--- src/acmp_pkg.sv ---
// Purpose: constants and types for the comparator control register bank
// Assumes: 32-bit classic wishbone slave, one 10 MHz clock
// Notes: offsets are byte addresses
//
// Summary of operation
// - writing one to an enable bit turns on that comparator or comparison
// - window enable also turns on both comparators and both comparisons
// - turn-off register bits 0 and 1 switch off comparator a and b
// - turn-off bits 3 and 4 stop comparison a and b
// - turn-off bit 2 stops window and clears both comparison enables
// - startup count is read/write; delay is count times interface clock period
// - after a comparator turns on, its comparison waits out the delay
// - ones written to irq-on register set matching mask bits
// - ones written to irq-off register clear matching mask bits
// - mask view resets to zero and shows enabled sources
// - mask layout: a, b, window, a startup, b startup at bits 0..4
// - comparator a and b irq enables gate their condition-selected irqs
// - window irq enable at bit 2 gates the window irq
// - event-on bit 1 enables event output one; zero does nothing
// - ready sets only when comparator is on and delay elapsed
// - startup flag goes pending when the startup delay ends
// - status-clear ones clear flags and withdraw the interrupt request
// - event-off bit 1 disables event output one
package acmp_pkg;
    localparam logic [7:0] ON_OFS = 8'h1c;
    localparam logic [7:0] OFF_OFS = 8'h20;
    localparam logic [7:0] STARTUP_OFS = 8'h24;
    localparam logic [7:0] IRQ_ON_OFS = 8'h28;
    localparam logic [7:0] IRQ_OFF_OFS = 8'h2c;
    localparam logic [7:0] MASK_OFS = 8'h30;
    localparam logic [7:0] EVT_ON_OFS = 8'h34;
    localparam logic [7:0] EVT_OFF_OFS = 8'h38;
    localparam logic [7:0] EVT_VIEW_OFS = 8'h3c;
    localparam logic [7:0] STATUS_OFS = 8'h40;
    localparam logic [7:0] CLEAR_OFS = 8'h44;
    localparam int BIT_A = 0;
    localparam int BIT_B = 1;
    localparam int BIT_W = 2;
    localparam int BIT_ACMP = 3;
    localparam int BIT_BCMP = 4;
    localparam int STARTUP_W = 10;
    localparam logic [9:0] STARTUP_RESET = 10'h000;
    localparam logic [4:0] MASK_RESET = 5'h00;
    localparam logic [1:0] EVT_RESET = 2'h0;
    typedef struct packed {
        logic a_on;
        logic b_on;
        logic w_on;
        logic a_cmp;
        logic b_cmp;
    } enables_t;
endpackage

--- src/acmp_regs.sv ---
// Purpose: control, startup and interrupt mask logic for two comparators
// Assumes: classic wishbone, ack one cycle after request, synchronous reset
// Notes: comparator interface clock arrives as a one-cycle enable
//
// Decided for this implementation: register access over Wishbone.
`timescale 1ns/1ps
module acmp_regs
(
    input wire logic mclk_in,
    input wire logic nrst_in,
    input wire logic wb_cyc_in,
    input wire logic wb_stb_in,
    input wire logic wb_we_in,
    input wire logic [7:0] wb_adr_in,
    input wire logic [3:0] wb_sel_in,
    input wire logic [31:0] wb_dat_in,
    output logic [31:0] wb_dat_out,
    output logic wb_ack_out,
    input wire logic if_clk_en_in,
    input wire logic [2:0] cmp_event_in,
    input wire logic [1:0] cmp_level_in,
    output logic [4:0] enables_out,
    output logic [1:0] ready_out,
    output logic [1:0] event_on_out,
    output logic irq_out
);
    // ****************************************************
    // bus decode
    // ****************************************************
    logic req;
    logic wr;
    logic [31:0] wd;
    logic [4:0] wd5;
    assign req = wb_cyc_in && wb_stb_in && !wb_ack_out;
    assign wr = req && wb_we_in;
    assign wd = {{8{wb_sel_in[3]}}, {8{wb_sel_in[2]}},
                 {8{wb_sel_in[1]}}, {8{wb_sel_in[0]}}} & wb_dat_in;
    // write data only while a write is taken, zero otherwise
    assign wd5 = wr ? wd[4:0] : 5'h00;

    // every input is an argument so the assigns stay sensitive to it
    function automatic logic [4:0] wr5(input logic [7:0] adr,
                                       input logic [7:0] ofs,
                                       input logic [4:0] data);
        wr5 = (adr == ofs) ? data : 5'h00;
    endfunction

    logic [4:0] on_w;
    logic [4:0] off_w;
    logic [4:0] ion_w;
    logic [4:0] ioff_w;
    logic [4:0] clr_w;
    logic [4:0] eon5;
    logic [4:0] eoff5;
    logic [1:0] eon_w;
    logic [1:0] eoff_w;
    assign on_w = wr5(wb_adr_in, acmp_pkg::ON_OFS, wd5);
    assign off_w = wr5(wb_adr_in, acmp_pkg::OFF_OFS, wd5);
    assign ion_w = wr5(wb_adr_in, acmp_pkg::IRQ_ON_OFS, wd5);
    assign ioff_w = wr5(wb_adr_in, acmp_pkg::IRQ_OFF_OFS, wd5);
    assign clr_w = wr5(wb_adr_in, acmp_pkg::CLEAR_OFS, wd5);
    assign eon5 = wr5(wb_adr_in, acmp_pkg::EVT_ON_OFS, wd5);
    assign eoff5 = wr5(wb_adr_in, acmp_pkg::EVT_OFF_OFS, wd5);
    assign eon_w = eon5[1:0];
    assign eoff_w = eoff5[1:0];

    // ****************************************************
    // enable state
    // ****************************************************
    acmp_pkg::enables_t en_reg;
    logic a_start;
    logic b_start;
    assign a_start = !en_reg.a_on && (on_w[acmp_pkg::BIT_A]
                     || on_w[acmp_pkg::BIT_W]);
    assign b_start = !en_reg.b_on && (on_w[acmp_pkg::BIT_B]
                     || on_w[acmp_pkg::BIT_W]);

    always_ff @(posedge mclk_in)
    begin
        if (!nrst_in)
            en_reg <= '0;
        else
        begin
            // zero bits leave state alone; off wins over on
            if (on_w[acmp_pkg::BIT_A] || on_w[acmp_pkg::BIT_W])
                en_reg.a_on <= 1'b1;
            if (on_w[acmp_pkg::BIT_B] || on_w[acmp_pkg::BIT_W])
                en_reg.b_on <= 1'b1;
            if (on_w[acmp_pkg::BIT_W])
                en_reg.w_on <= 1'b1;
            if (on_w[acmp_pkg::BIT_ACMP] || on_w[acmp_pkg::BIT_W])
                en_reg.a_cmp <= 1'b1;
            if (on_w[acmp_pkg::BIT_BCMP] || on_w[acmp_pkg::BIT_W])
                en_reg.b_cmp <= 1'b1;
            if (off_w[acmp_pkg::BIT_A])
                en_reg.a_on <= 1'b0;
            if (off_w[acmp_pkg::BIT_B])
                en_reg.b_on <= 1'b0;
            if (off_w[acmp_pkg::BIT_W])
                en_reg.w_on <= 1'b0;
            if (off_w[acmp_pkg::BIT_ACMP] || off_w[acmp_pkg::BIT_W])
                en_reg.a_cmp <= 1'b0;
            if (off_w[acmp_pkg::BIT_BCMP] || off_w[acmp_pkg::BIT_W])
                en_reg.b_cmp <= 1'b0;
        end
    end

    // ****************************************************
    // startup delay
    // ****************************************************
    logic [acmp_pkg::STARTUP_W-1:0] delay_reg;
    always_ff @(posedge mclk_in)
    begin
        if (!nrst_in)
            delay_reg <= acmp_pkg::STARTUP_RESET;
        else if (wr && wb_adr_in == acmp_pkg::STARTUP_OFS)
            delay_reg <= wd[acmp_pkg::STARTUP_W-1:0];
    end

    logic [1:0] on_now;
    logic [1:0] start_now;
    logic [1:0] stop_now;
    logic [1:0] rdy_reg;
    logic [1:0] delay_done;
    assign on_now = {en_reg.b_on, en_reg.a_on};
    assign start_now = {b_start, a_start};
    // a turn-off in the same cycle must not let ready rise
    assign stop_now = {off_w[acmp_pkg::BIT_B], off_w[acmp_pkg::BIT_A]};

    genvar g;
    generate
        for (g = 0; g < 2; g++)
        begin : g_startup
            logic [acmp_pkg::STARTUP_W-1:0] cnt_reg;
            logic done_reg;
            // counts interface clock periods after each switch-on
            always_ff @(posedge mclk_in)
            begin
                if (!nrst_in || start_now[g])
                    cnt_reg <= '0;
                else if (on_now[g] && !done_reg && if_clk_en_in
                         && cnt_reg < delay_reg)
                    cnt_reg <= cnt_reg + 1'b1;
            end
            always_ff @(posedge mclk_in)
            begin
                if (!nrst_in || start_now[g] || stop_now[g] || !on_now[g])
                    done_reg <= 1'b0;
                else if (cnt_reg >= delay_reg)
                    done_reg <= 1'b1;
            end
            assign rdy_reg[g] = done_reg;
            assign delay_done[g] = on_now[g] && !done_reg && !start_now[g]
                                   && !stop_now[g] && cnt_reg >= delay_reg;
        end
    endgenerate

    // ****************************************************
    // status flags and mask
    // ****************************************************
    logic [4:0] mask_reg;
    logic [4:0] pend_reg;
    logic [4:0] set_ev;
    logic [1:0] evt_reg;
    // compare events only count once the comparison is active
    assign set_ev = {delay_done[1], delay_done[0],
                     cmp_event_in[2] && en_reg.w_on && &rdy_reg,
                     cmp_event_in[1] && en_reg.b_cmp && rdy_reg[1],
                     cmp_event_in[0] && en_reg.a_cmp && rdy_reg[0]};

    always_ff @(posedge mclk_in)
    begin
        if (!nrst_in)
            mask_reg <= acmp_pkg::MASK_RESET;
        else
            mask_reg <= (mask_reg | ion_w) & ~ioff_w;
    end

    always_ff @(posedge mclk_in)
    begin
        if (!nrst_in)
            pend_reg <= '0;
        else
            pend_reg <= (pend_reg & ~clr_w) | set_ev;
    end

    always_ff @(posedge mclk_in)
    begin
        if (!nrst_in)
            evt_reg <= acmp_pkg::EVT_RESET;
        else
            evt_reg <= (evt_reg | eon_w) & ~eoff_w;
    end

    // ****************************************************
    // outputs
    // ****************************************************
    always_ff @(posedge mclk_in)
    begin
        if (!nrst_in)
        begin
            irq_out <= 1'b0;
            enables_out <= '0;
            ready_out <= '0;
            event_on_out <= '0;
        end
        else
        begin
            irq_out <= |(pend_reg & mask_reg);
            enables_out <= en_reg;
            ready_out <= rdy_reg;
            event_on_out <= evt_reg;
        end
    end

    always_ff @(posedge mclk_in)
    begin
        if (!nrst_in)
        begin
            wb_ack_out <= 1'b0;
            wb_dat_out <= '0;
        end
        else
        begin
            wb_ack_out <= req;
            wb_dat_out <= '0;
            if (req && !wb_we_in)
            begin
                unique case (wb_adr_in)
                    acmp_pkg::STARTUP_OFS:
                        wb_dat_out <= {22'h0, delay_reg};
                    acmp_pkg::MASK_OFS:
                        wb_dat_out <= {27'h0, mask_reg};
                    acmp_pkg::EVT_VIEW_OFS:
                        wb_dat_out <= {30'h0, evt_reg};
                    acmp_pkg::STATUS_OFS:
                        wb_dat_out <= {5'h0, &rdy_reg, rdy_reg, 5'h0,
                                       cmp_level_in[1:0] == 2'h3,
                                       cmp_level_in, 3'h0, en_reg.b_cmp,
                                       en_reg.a_cmp, en_reg.w_on,
                                       en_reg.b_on, en_reg.a_on,
                                       3'h0, pend_reg};
                    default:
                        wb_dat_out <= '0;
                endcase
            end
        end
    end
endmodule

--- config.mk ---
export PLATFORM = sky130hd
export DESIGN_NAME = acmp_regs
export DESIGN_NICKNAME = d
export VERILOG_FILES = /design/src/acmp_pkg.sv /design/src/acmp_regs.sv
export SDC_FILE = /design/constraint.sdc
export NUM_CORES = 1
export LEC_CHECK = 0
export ABC_AREA = 1
export BUFFER_PORTS_ARGS = -buffer_cell sky130_fd_sc_hd__buf_2
export CAP_MARGIN = 15
export CORE_UTILIZATION = 54
export DETAILED_ROUTE_END_ITERATION = 8
export GPL_TIMING_DRIVEN = 0
export PLACE_DENSITY = 0.8
export SLEW_MARGIN = 20
export SYNTH_ARGS = -nofsm -noshare
export SYNTH_HDL_FRONTEND = slang
export SYNTH_SLANG_ARGS = --single-unit
--- constraint.sdc ---
create_clock -name mclk_in -period 3.7 [get_ports mclk_in]
set_input_delay 0.185 -clock mclk_in [delete_from_list [all_inputs] [get_ports mclk_in]]
set_output_delay 0.185 -clock mclk_in [all_outputs]
set_load 0.03 [all_outputs]
Word-level counts from Yosys, hierarchy flattened --
Cells that the tools add are included.
Word-level totals: flip-flop bits (word level) 92, bits of input ports 55, output and inout bits 43
Cells by class: magnitude comparators 4, mux-type cells 9, bitwise logic cells 12, equal/unequal tests 12, reductions and logical operators 56, add/sub/neg operators 2
Operators with widths (number):
- $pmux 27 s4 | 1
- $eq 8x6->1 const B | 8
- $mux 5 | 6
- $logic_and 1x1->1 | 25
- $add 10x1->10 const B | 2
- $ge 10x10->1 | 2
- $lt 10x10->1 | 2
- $eq 8x7->1 const B | 2
- $and 5x5->5 | 3
- $logic_or 1x1->1 | 12
- $logic_not 1->1 | 11
- $and 10x10->10 | 1
- $not 5->5 | 2
- $or 5x5->5 | 2
- $reduce_or 2->1 | 5
- $eq 8x5->1 const B | 1
- $reduce_or 5->1 | 1
- $mux 2 | 2
- $reduce_and 2->1 | 2
- $and 2x2->2 | 1
- $eq 2x2->1 const B | 1
- $not 2->2 | 1
- $or 2x2->2 | 1
- $not 1->1 | 1

Logic depth before layout (Yosys ltp) --
Gate-level depths: netlist of the first run.
word-level depth 12, gate-level depth with buffers 12, gate-level depth less buffers 12

Least setup slack after synthesis of the first run --
No wires, ideal clock.
path kind reg-to-reg, start point register delay_reg[9] in the netlist's numbering, end point register g_startup[0].cnt_reg[6] in the netlist's numbering, required time 3.587 ns, path slack 2.123 ns, path buffers 0, data arrival time 1.465 ns, clock period less this slack 1.577 ns, cell stages (with the launch flop) 11, cell sequence dfxtp_1 -> inv_1 -> ha_1 -> nand2_1 -> inv_1 -> a21oi_2 -> nand2_1 -> nor2_4 -> nand2_1 -> nor2_1 -> nor2_1
Between the ends: word-level cells in the longest chain between the ends 2
RTL lines:
- start: declaration | RTL line acmp_regs.sv:111 | logic [acmp_pkg::STARTUP_W-1:0] delay_reg;
- start signal: assignment | RTL line acmp_regs.sv:115 | delay_reg <= acmp_pkg::STARTUP_RESET;
- start signal: assignment | RTL line acmp_regs.sv:117 | delay_reg <= wd[acmp_pkg::STARTUP_W-1:0];
- $lt 10x10->1 | RTL line acmp_regs.sv:142 | && cnt_reg < delay_reg)
- $logic_and 1x1->1 | RTL line acmp_regs.sv:142
- end signal: assignment | RTL line acmp_regs.sv:143 | cnt_reg <= cnt_reg + 1'b1;
- end: declaration | RTL line acmp_regs.sv:134 | logic [acmp_pkg::STARTUP_W-1:0] cnt_reg;
No other way between the ends. A chain may end at the register's enable or synchronous reset.

Final worst setup path of the first run --
start point register delay_reg[9] in the netlist's numbering, end point register g_startup[0].cnt_reg[9] in the netlist's numbering
The elaborated chain is that of the path after synthesis.

==> reports/qor.tcl, run 1 <==
set qor(gp_congestion) 0.983
set qor(post-synth-top-area-fraction) 0.387
set qor(start_util) 0.561
set qor(portBuffers) 59
set qor(hold-path-endpoint) {pend_reg[1]$_SDFF_PN0_}
set qor(yosys.cell_count.top_type) {nand2_1}
set qor(post_drt_via_cell_ratio) 5.04
set qor(async_reset_ff_frac) 0
set qor(cts_sinks) 79
set qor(globalRouteTotalUtil) 0.267
set qor(wl_met3_um) 514
set qor(grt_first_pass_wirelength_mm) 16.1
set qor(flop_and_latch_count_out_of_synthesis) 79
set qor(timing.slew.headroom) 0.654
set qor(floorplan.die.width_um) 89.0
set qor(io-pin-count) 98
set qor(routed.top_layer) {met4}
set qor(finalNetCount) 740
set qor(ant_nets) 0
set qor(synth_largest_area_cell) {dfxtp_1}
set qor(grt_pass1_vias) 3521
set qor(synth_flop_cell) {dfxtp_1}
set qor(hold_path_startpoint) {cmp_event_in[1]}
set qor(post-route-drc-count) 0
set qor(hold_violations_final) 0
set qor(syn_area_sq_um) 4090
set qor(finalWirelength_mm) 9.65
set qor(dpl.cell_count) 751
set qor(hold_critical_path_depth) 3
set qor(via_count) 3868
set qor(tritoncts) {done}
set qor(layout.core_utilization) 0.655
set qor(post-cts-setup-buffers) 0
set qor(drt_first_pass_iters) 5
set qor(area.growth.synth_to_final_pct) 16.7
set qor(synth_edf_count) 0
set qor(clockRootBuffer) {clkbuf_8}
set qor(final_cell_count_no_fill) 767
set qor(synth.distinct_cells) 35
set qor(row_count) 31
set qor(clk_pin_slew_ns) 0.09
set qor(fin_tns_setup_ns) 0
set qor(cellPowerDensity_nw_per_um2) 347
set qor(detailed_place_hpwl_mm) 7.61
set qor(report.power.total_mw) 1.66
set qor(vdd.ir_drop.worst_v) 0.000174
set qor(crit_path_start_kind) {flop}
set qor(timing.rr.end) {g_startup[0].cnt_reg[9]$_SDFFE_PP0P_}
set qor(largest_net_degree_at_the_start_of_global_routing) 15
set qor(status) {completed}
set qor(critical_path.reg2reg.startpoint) {delay_reg[9]$_SDFFE_PN0P_}
set qor(ys_top_cells_by_count) {142 x nand2_1, 85 x inv_1, 79 x dfxtp_1}
set qor(synth-seq-area-share) 0.387
set qor(globalRouteOverflowTotal) 0
set qor(drive_above_1_share) 0.184
set qor(min-delay-path-class) {primary input to flop}
set qor(finalClockSkew_ns) 0.0114
set qor(setup.worst_path.class) {flop to flop}
set qor(crit_start) {delay_reg[9]$_SDFFE_PN0P_}
set qor(wl_met2_mm) 4.52
set qor(wirelength_met1_mm) 4.45
set qor(setup.reg_to_reg.worst_slack_ns) 1.79
set qor(clock_path_buffers) 2
set qor(syn_area_per_cell_sq_um) 7.04
set qor(worst_skew_pair.late_latency_ns) 0.36
set qor(timing.critical_path.required_ns) 4.00
set qor(leakage_power_summed_over_all_cells_nw) 2.27
set qor(post_drt_wl_per_cell_um) 12.6
set qor(rsz0062_at_grt) {false}
set qor(h-tree-depth) 3
set qor(cp.arrival_ns) 2.20
set qor(max_slew.worst_pin.slew_ns) 0.519
set qor(synth_top_cells_by_area) {dfxtp_1 39%, nand2_1 13%, inv_1 7.8%}
set qor(antenna_found_initial) 0
set qor(postSynthCellCount) 581
set qor(finalCritPeriodShare) 0.515
set qor(setup_violations) 0
set qor(fmax_mhz) 524
set qor(finish.instance_area_sq_um) 4780
set qor(worst-path-max-fanout) 10
set qor(worst-r2r-cell-count) 11
set qor(max_cap_violations) 0
set qor(worstSetupEndpointType) {flop}
set qor(floorplan_die_area_sq_um) 7930
set qor(detailed_place.area_sq_um) 4560
set qor(finalWorstPathRequiredPeriod_ns) 1.91
set qor(num_antenna_cells) 0
set qor(timing.final.max_slew_violations) 0
set qor(tritoncts.num_buffers) 9
set qor(cts_repair_resize_count) 0
set qor(cts-hold-fix-buffers) 0
set qor(max_ffs_per_register) 20
set qor(die-height_um) 89.0
set qor(first_drt_iteration_drcs) 278
set qor(synth_warnings) 0
set qor(coreArea_sq_um) 7290
[critical path: stages, from the launching register on]
cell     delay (ns)
dfxtp_1        0.38
inv_1          0.09
ha_1           0.31
nand2_1        0.10
inv_1          0.06
a21oi_2        0.22
nand2_1        0.13
nor2_4         0.23
nand2_1        0.12
nand2_1        0.08
nand2_1        0.04
nor2_1         0.08
[through the flow]
| stage | hold slack [ns] | setup WS [ns] |
|---|---|---|
| after floorplan | 0.320 | 2.12 |
| after global placement | 0.428 | 1.92 |
| after detailed placement | 0.438 | 1.83 |
| after CTS | 0.0606 | 1.79 |
| after global routing | 0.0855 | 1.61 |
| final | 0.0636 | 1.79 |
[how the worst max path moves through the flow]
| stage | to | slack [ns] | depth (start not counted) |
|---|---|---|---|
| floorplan | g_startup[0].cnt_reg[6]$_SDFFE_PP0P_ | 2.12 | 10 |
| global placement | g_startup[0].cnt_reg[9]$_SDFFE_PP0P_ | 1.92 | 10 |
| detailed placement | g_startup[0].cnt_reg[9]$_SDFFE_PP0P_ | 1.83 | 11 |
| CTS | g_startup[0].cnt_reg[9]$_SDFFE_PP0P_ | 1.79 | 11 |
| global route | g_startup[0].cnt_reg[6]$_SDFFE_PP0P_ | 1.61 | 11 |
| finish | g_startup[0].cnt_reg[9]$_SDFFE_PP0P_ | 1.79 | 11 |
[layer usage]
metal  track usage  up-vias
li1              -     1989
met1         0.353     1726
met2         0.448      136
met3        0.0323       17
met4        0.0981        0
met5             0        -
[cells in the final DEF (no fill, tap or decap), types with 2 or more instances in the layout]
| cell | netlist | final |
|---|---|---|
| nand2_1 | 142 | 142 |
| inv_1 | 85 | 85 |
| dfxtp_1 | 79 | 79 |
| nor2_1 | 67 | 67 |
| buf_2 | 4 | 63 |
| a21oi_1 | 36 | 36 |
| nand3_1 | 31 | 31 |
| ha_1 | 22 | 22 |
| nor3_1 | 20 | 20 |
| o21ai_0 | 17 | 17 |
| buf_4 | 13 | 13 |
| conb_1 | 1 | 13 |
| clkbuf_8 | 0 | 9 |
| nor2_4 | 8 | 8 |
| nand4_1 | 7 | 7 |
| o21ai_1 | 6 | 6 |
| nor2_2 | 5 | 5 |
| nand3_2 | 4 | 4 |
| nand2_2 | 3 | 3 |
| clkbuf_1 | 3 | 3 |
| clkinv_2 | 1 | 3 |
| nand3b_1 | 3 | 3 |
| xor2_1 | 3 | 3 |
| a211oi_1 | 3 | 3 |
| nor4_1 | 2 | 2 |
| inv_2 | 2 | 2 |
| a21oi_2 | 2 | 2 |
| o21ai_2 | 2 | 2 |
| o21a_1 | 2 | 2 |
| a31oi_1 | 2 | 2 |
| bufinv_16 | 0 | 2 |
| clkinv_4 | 0 | 2 |
[kinds of logic (layout without fill, tap and decap cells)]
| kind of cell | after synthesis | after routing | synth area share |
|---|---|---|---|
| compound gates | 73 | 73 | 0.100 |
| xor+xnor | 3 | 3 | 0.00642 |
| fa+ha+maj | 22 | 22 | 0.0673 |
| buf+inv | 109 | 184 | 0.115 |
| flops | 79 | 79 | 0.387 |
| other cells | 1 | 13 | 0.000917 |
| simple gates | 294 | 294 | 0.323 |
[cell type report]
type | count | area (sq um)
inverter | 88 | 332
tap | 99 | 124
multi-input combinational | 405 | 2080
clock buffer | 9 | 124
sequential | 79 | 1580
fill | 661 | 2520
timing repair buffer | 59 | 295
clock inverter | 7 | 96.3
buffer | 21 | 140
[report_power, final]
group	leakage, nW	switching, mW	internal [mW]
logic	1.52	0.0629	0.0309
clock network	0.114	0.332	0.382
registers	0.636	0.000307	0.850
Power figures use the tool's default switching activity.
==> inputs of run 2 (changes only) <==
clock period = 1.88 ns   (was 3.7 ns; I/O delays follow)
==> reports/qor.tcl, run 2 (synthesized netlist as in run 1, its figures left out) <==
set qor(status) {complete, but fails checks}
set qor(violations_in_the_final_reports) {hold timing}
set qor(first_drt_iteration_drcs) 298 ;# +7.2%
set qor(portBuffers) 59 ;# unchanged
set qor(io-pin-count) 98 ;# unchanged
set qor(fin_tns_setup_ns) 0 ;# unchanged
set qor(vdd.ir_drop.worst_v) 0.000394 ;# +130%
set qor(grt_first_pass_wirelength_mm) 16.3 ;# +1.3%
set qor(timing.final.max_slew_violations) 0 ;# unchanged
set qor(start_util) 0.561 ;# unchanged
set qor(ant_nets) 0 ;# unchanged
set qor(cellPowerDensity_nw_per_um2) 664 ;# +91%
set qor(max_cap_violations) 0 ;# unchanged
set qor(dpl.cell_count) 751 ;# unchanged
set qor(post_drt_wl_per_cell_um) 13.1 ;# +4.4%
set qor(area.growth.synth_to_final_pct) 21.0
set qor(cts_sinks) 79 ;# unchanged
set qor(report.power.total_mw) 3.29 ;# +98%
set qor(drt_first_pass_iters) 5 ;# unchanged
set qor(max_ffs_per_register) 20 ;# unchanged
set qor(via_count) 3974 ;# +2.7%
set qor(hold_critical_path_depth) 3 ;# unchanged
set qor(drive_above_1_share) 0.205 ;# +0.0209
set qor(finalClockSkew_ns) 0.00999 ;# -0.00136 ns
set qor(grt_pass1_vias) 3544 ;# +0.65%
set qor(timing.slew.headroom) 0.654 ;# about the same
set qor(worst_skew_pair.late_latency_ns) 0.36 ;# about the same
set qor(worstSetupEndpointType) {flop}
set qor(worst-r2r-cell-count) 11 ;# unchanged
set qor(clockRootBuffer) {clkbuf_8}
set qor(globalRouteTotalUtil) 0.271 ;# +0.00430
set qor(layout.core_utilization) 0.679 ;# +0.0238
set qor(finalNetCount) 750 ;# +1.4%
set qor(final_cell_count_no_fill) 777 ;# +1.3%
set qor(clock_path_buffers) 2 ;# unchanged
set qor(timing.critical_path.required_ns) 2.15 ;# -1.85 ns
set qor(setup.worst_path.class) {flop to flop}
set qor(tritoncts) {done}
set qor(post-route-drc-count) 0 ;# unchanged
set qor(cp.arrival_ns) 2.05 ;# -0.15 ns
set qor(gp_congestion) 0.983 ;# unchanged
set qor(hold_violations_final) 1 ;# +1
set qor(detailed_place_hpwl_mm) 7.61 ;# unchanged
set qor(crit_path_start_kind) {flop}
set qor(largest_net_degree_at_the_start_of_global_routing) 15 ;# unchanged
set qor(coreArea_sq_um) 7290 ;# unchanged
set qor(h-tree-depth) 3 ;# unchanged
set qor(filler_cell_count) 627 ;# -5.1%
set qor(floorplan.die.width_um) 89.0 ;# unchanged
set qor(tritoncts.num_buffers) 9 ;# unchanged
set qor(max_slew.worst_pin.slew_ns) 0.519 ;# +0.000364 ns
set qor(worst-path-max-fanout) 5 ;# -5
set qor(setup_violations) 0 ;# unchanged
set qor(post_drt_via_cell_ratio) 5.11 ;# +1.4%
set qor(rsz0062_at_grt) {true}
set qor(min-delay-path-class) {primary input to flop}
set qor(timing.hold.ws_ns) -0.00564 ;# -0.0692 ns
set qor(fmax_mhz) 562 ;# +7.2%
set qor(num_antenna_cells) 0 ;# unchanged
set qor(leading_cell_type_in_the_layout_fill_and_taps_excluded) {nand2_1}
set qor(antenna_found_initial) 0 ;# unchanged
set qor(clk_pin_slew_ns) 0.09 ;# about the same
set qor(finalWirelength_mm) 10.2 ;# +5.8%
set qor(globalRouteOverflowTotal) 0 ;# unchanged
set qor(finalWorstPathRequiredPeriod_ns) 1.78 ;# -0.128 ns
set qor(row_count) 31 ;# unchanged
set qor(final_cell_mix) {137 x nand2_1, 84 x inv_1, 77 x dfxtp_1}
set qor(floorplan_die_area_sq_um) 7930 ;# unchanged
set qor(finalCritPeriodShare) 0.946 ;# +0.431
set qor(leakage_power_summed_over_all_cells_nw) 2.34 ;# +2.9%
set qor(die-height_um) 89.0 ;# unchanged
-- run 2: final timing paths --
kind	start	to	slack (ns)
setup reg to reg	delay_reg[9]$_SDFFE_PN0P_	g_startup[0].cnt_reg[9]$_SDFFE_PP0P_	0.10
hold / removal	wb_dat_in[8]	delay_reg[8]$_SDFFE_PN0P_	-0.006
setup / recovery	delay_reg[9]$_SDFFE_PN0P_	g_startup[0].cnt_reg[9]$_SDFFE_PP0P_	0.10
hold reg to reg	evt_reg[1]$_SDFF_PN0_	event_on_out[1]$_SDFF_PN0_	0.45
-- run 2: critical path, cell delays in order (launching register included) --
cell and delay (ns):
dfxtp_2 0.36, inv_1 0.07, ha_1 0.30, nand2_1 0.08, nor2_2 0.22, inv_1 0.11
a21oi_4 0.20, nor2_4 0.09, nand2_1 0.10, nand2_1 0.05, nand2_1 0.05, nor2_1 0.04
-- run 2: layout make-up --
type	instances	area, sq um	share of cell area
sequential	79	1580	0.320
inverter	88	332	0.0670
clock inverter	7	96.3	0.0195
multi-input combinational	406	2170	0.438
timing repair buffer	68	383	0.0774
buffer	21	140	0.0283
clock buffer	9	124	0.0250
tap	99	124	0.0250
-- run 2: routing by layer --
metal	share of wire	track usage	up-vias
met5	0	0	-
met4	0.019	0.104	0
met3	0.064	0.0323	20
met2	0.48	0.454	156
met1	0.44	0.358	1791
li1	-	-	2007
-- run 2: power breakdown --
group | switching (mW) | internal, mW
Sequential | 0.000610 | 1.67
Clock | 0.663 | 0.752
Combinational | 0.126 | 0.0718
Total | 0.790 | 2.50
-- run 2: per-stage QoR --
stage / cell area (sq um) / setup WS (ns)
after floorplan: 4140 / 0.303
after global placement: 4560 / 0.104
after detailed placement: 4560 / 0.0118
after CTS: 4860 / -0.0154
after global routing: 4950 / -0.0469
final: 4950 / 0.101
-- run 2: repair_timing --
action | CTS | global route
hold buffers | 8 | 0
pin swaps | 1 | 4
gates resized for setup | 0 | 19
setup buffers | 0 | 1
hold endpoints to repair | 9 | 0
setup endpoints to repair | 2 | 18
gates cloned | 1 | 0
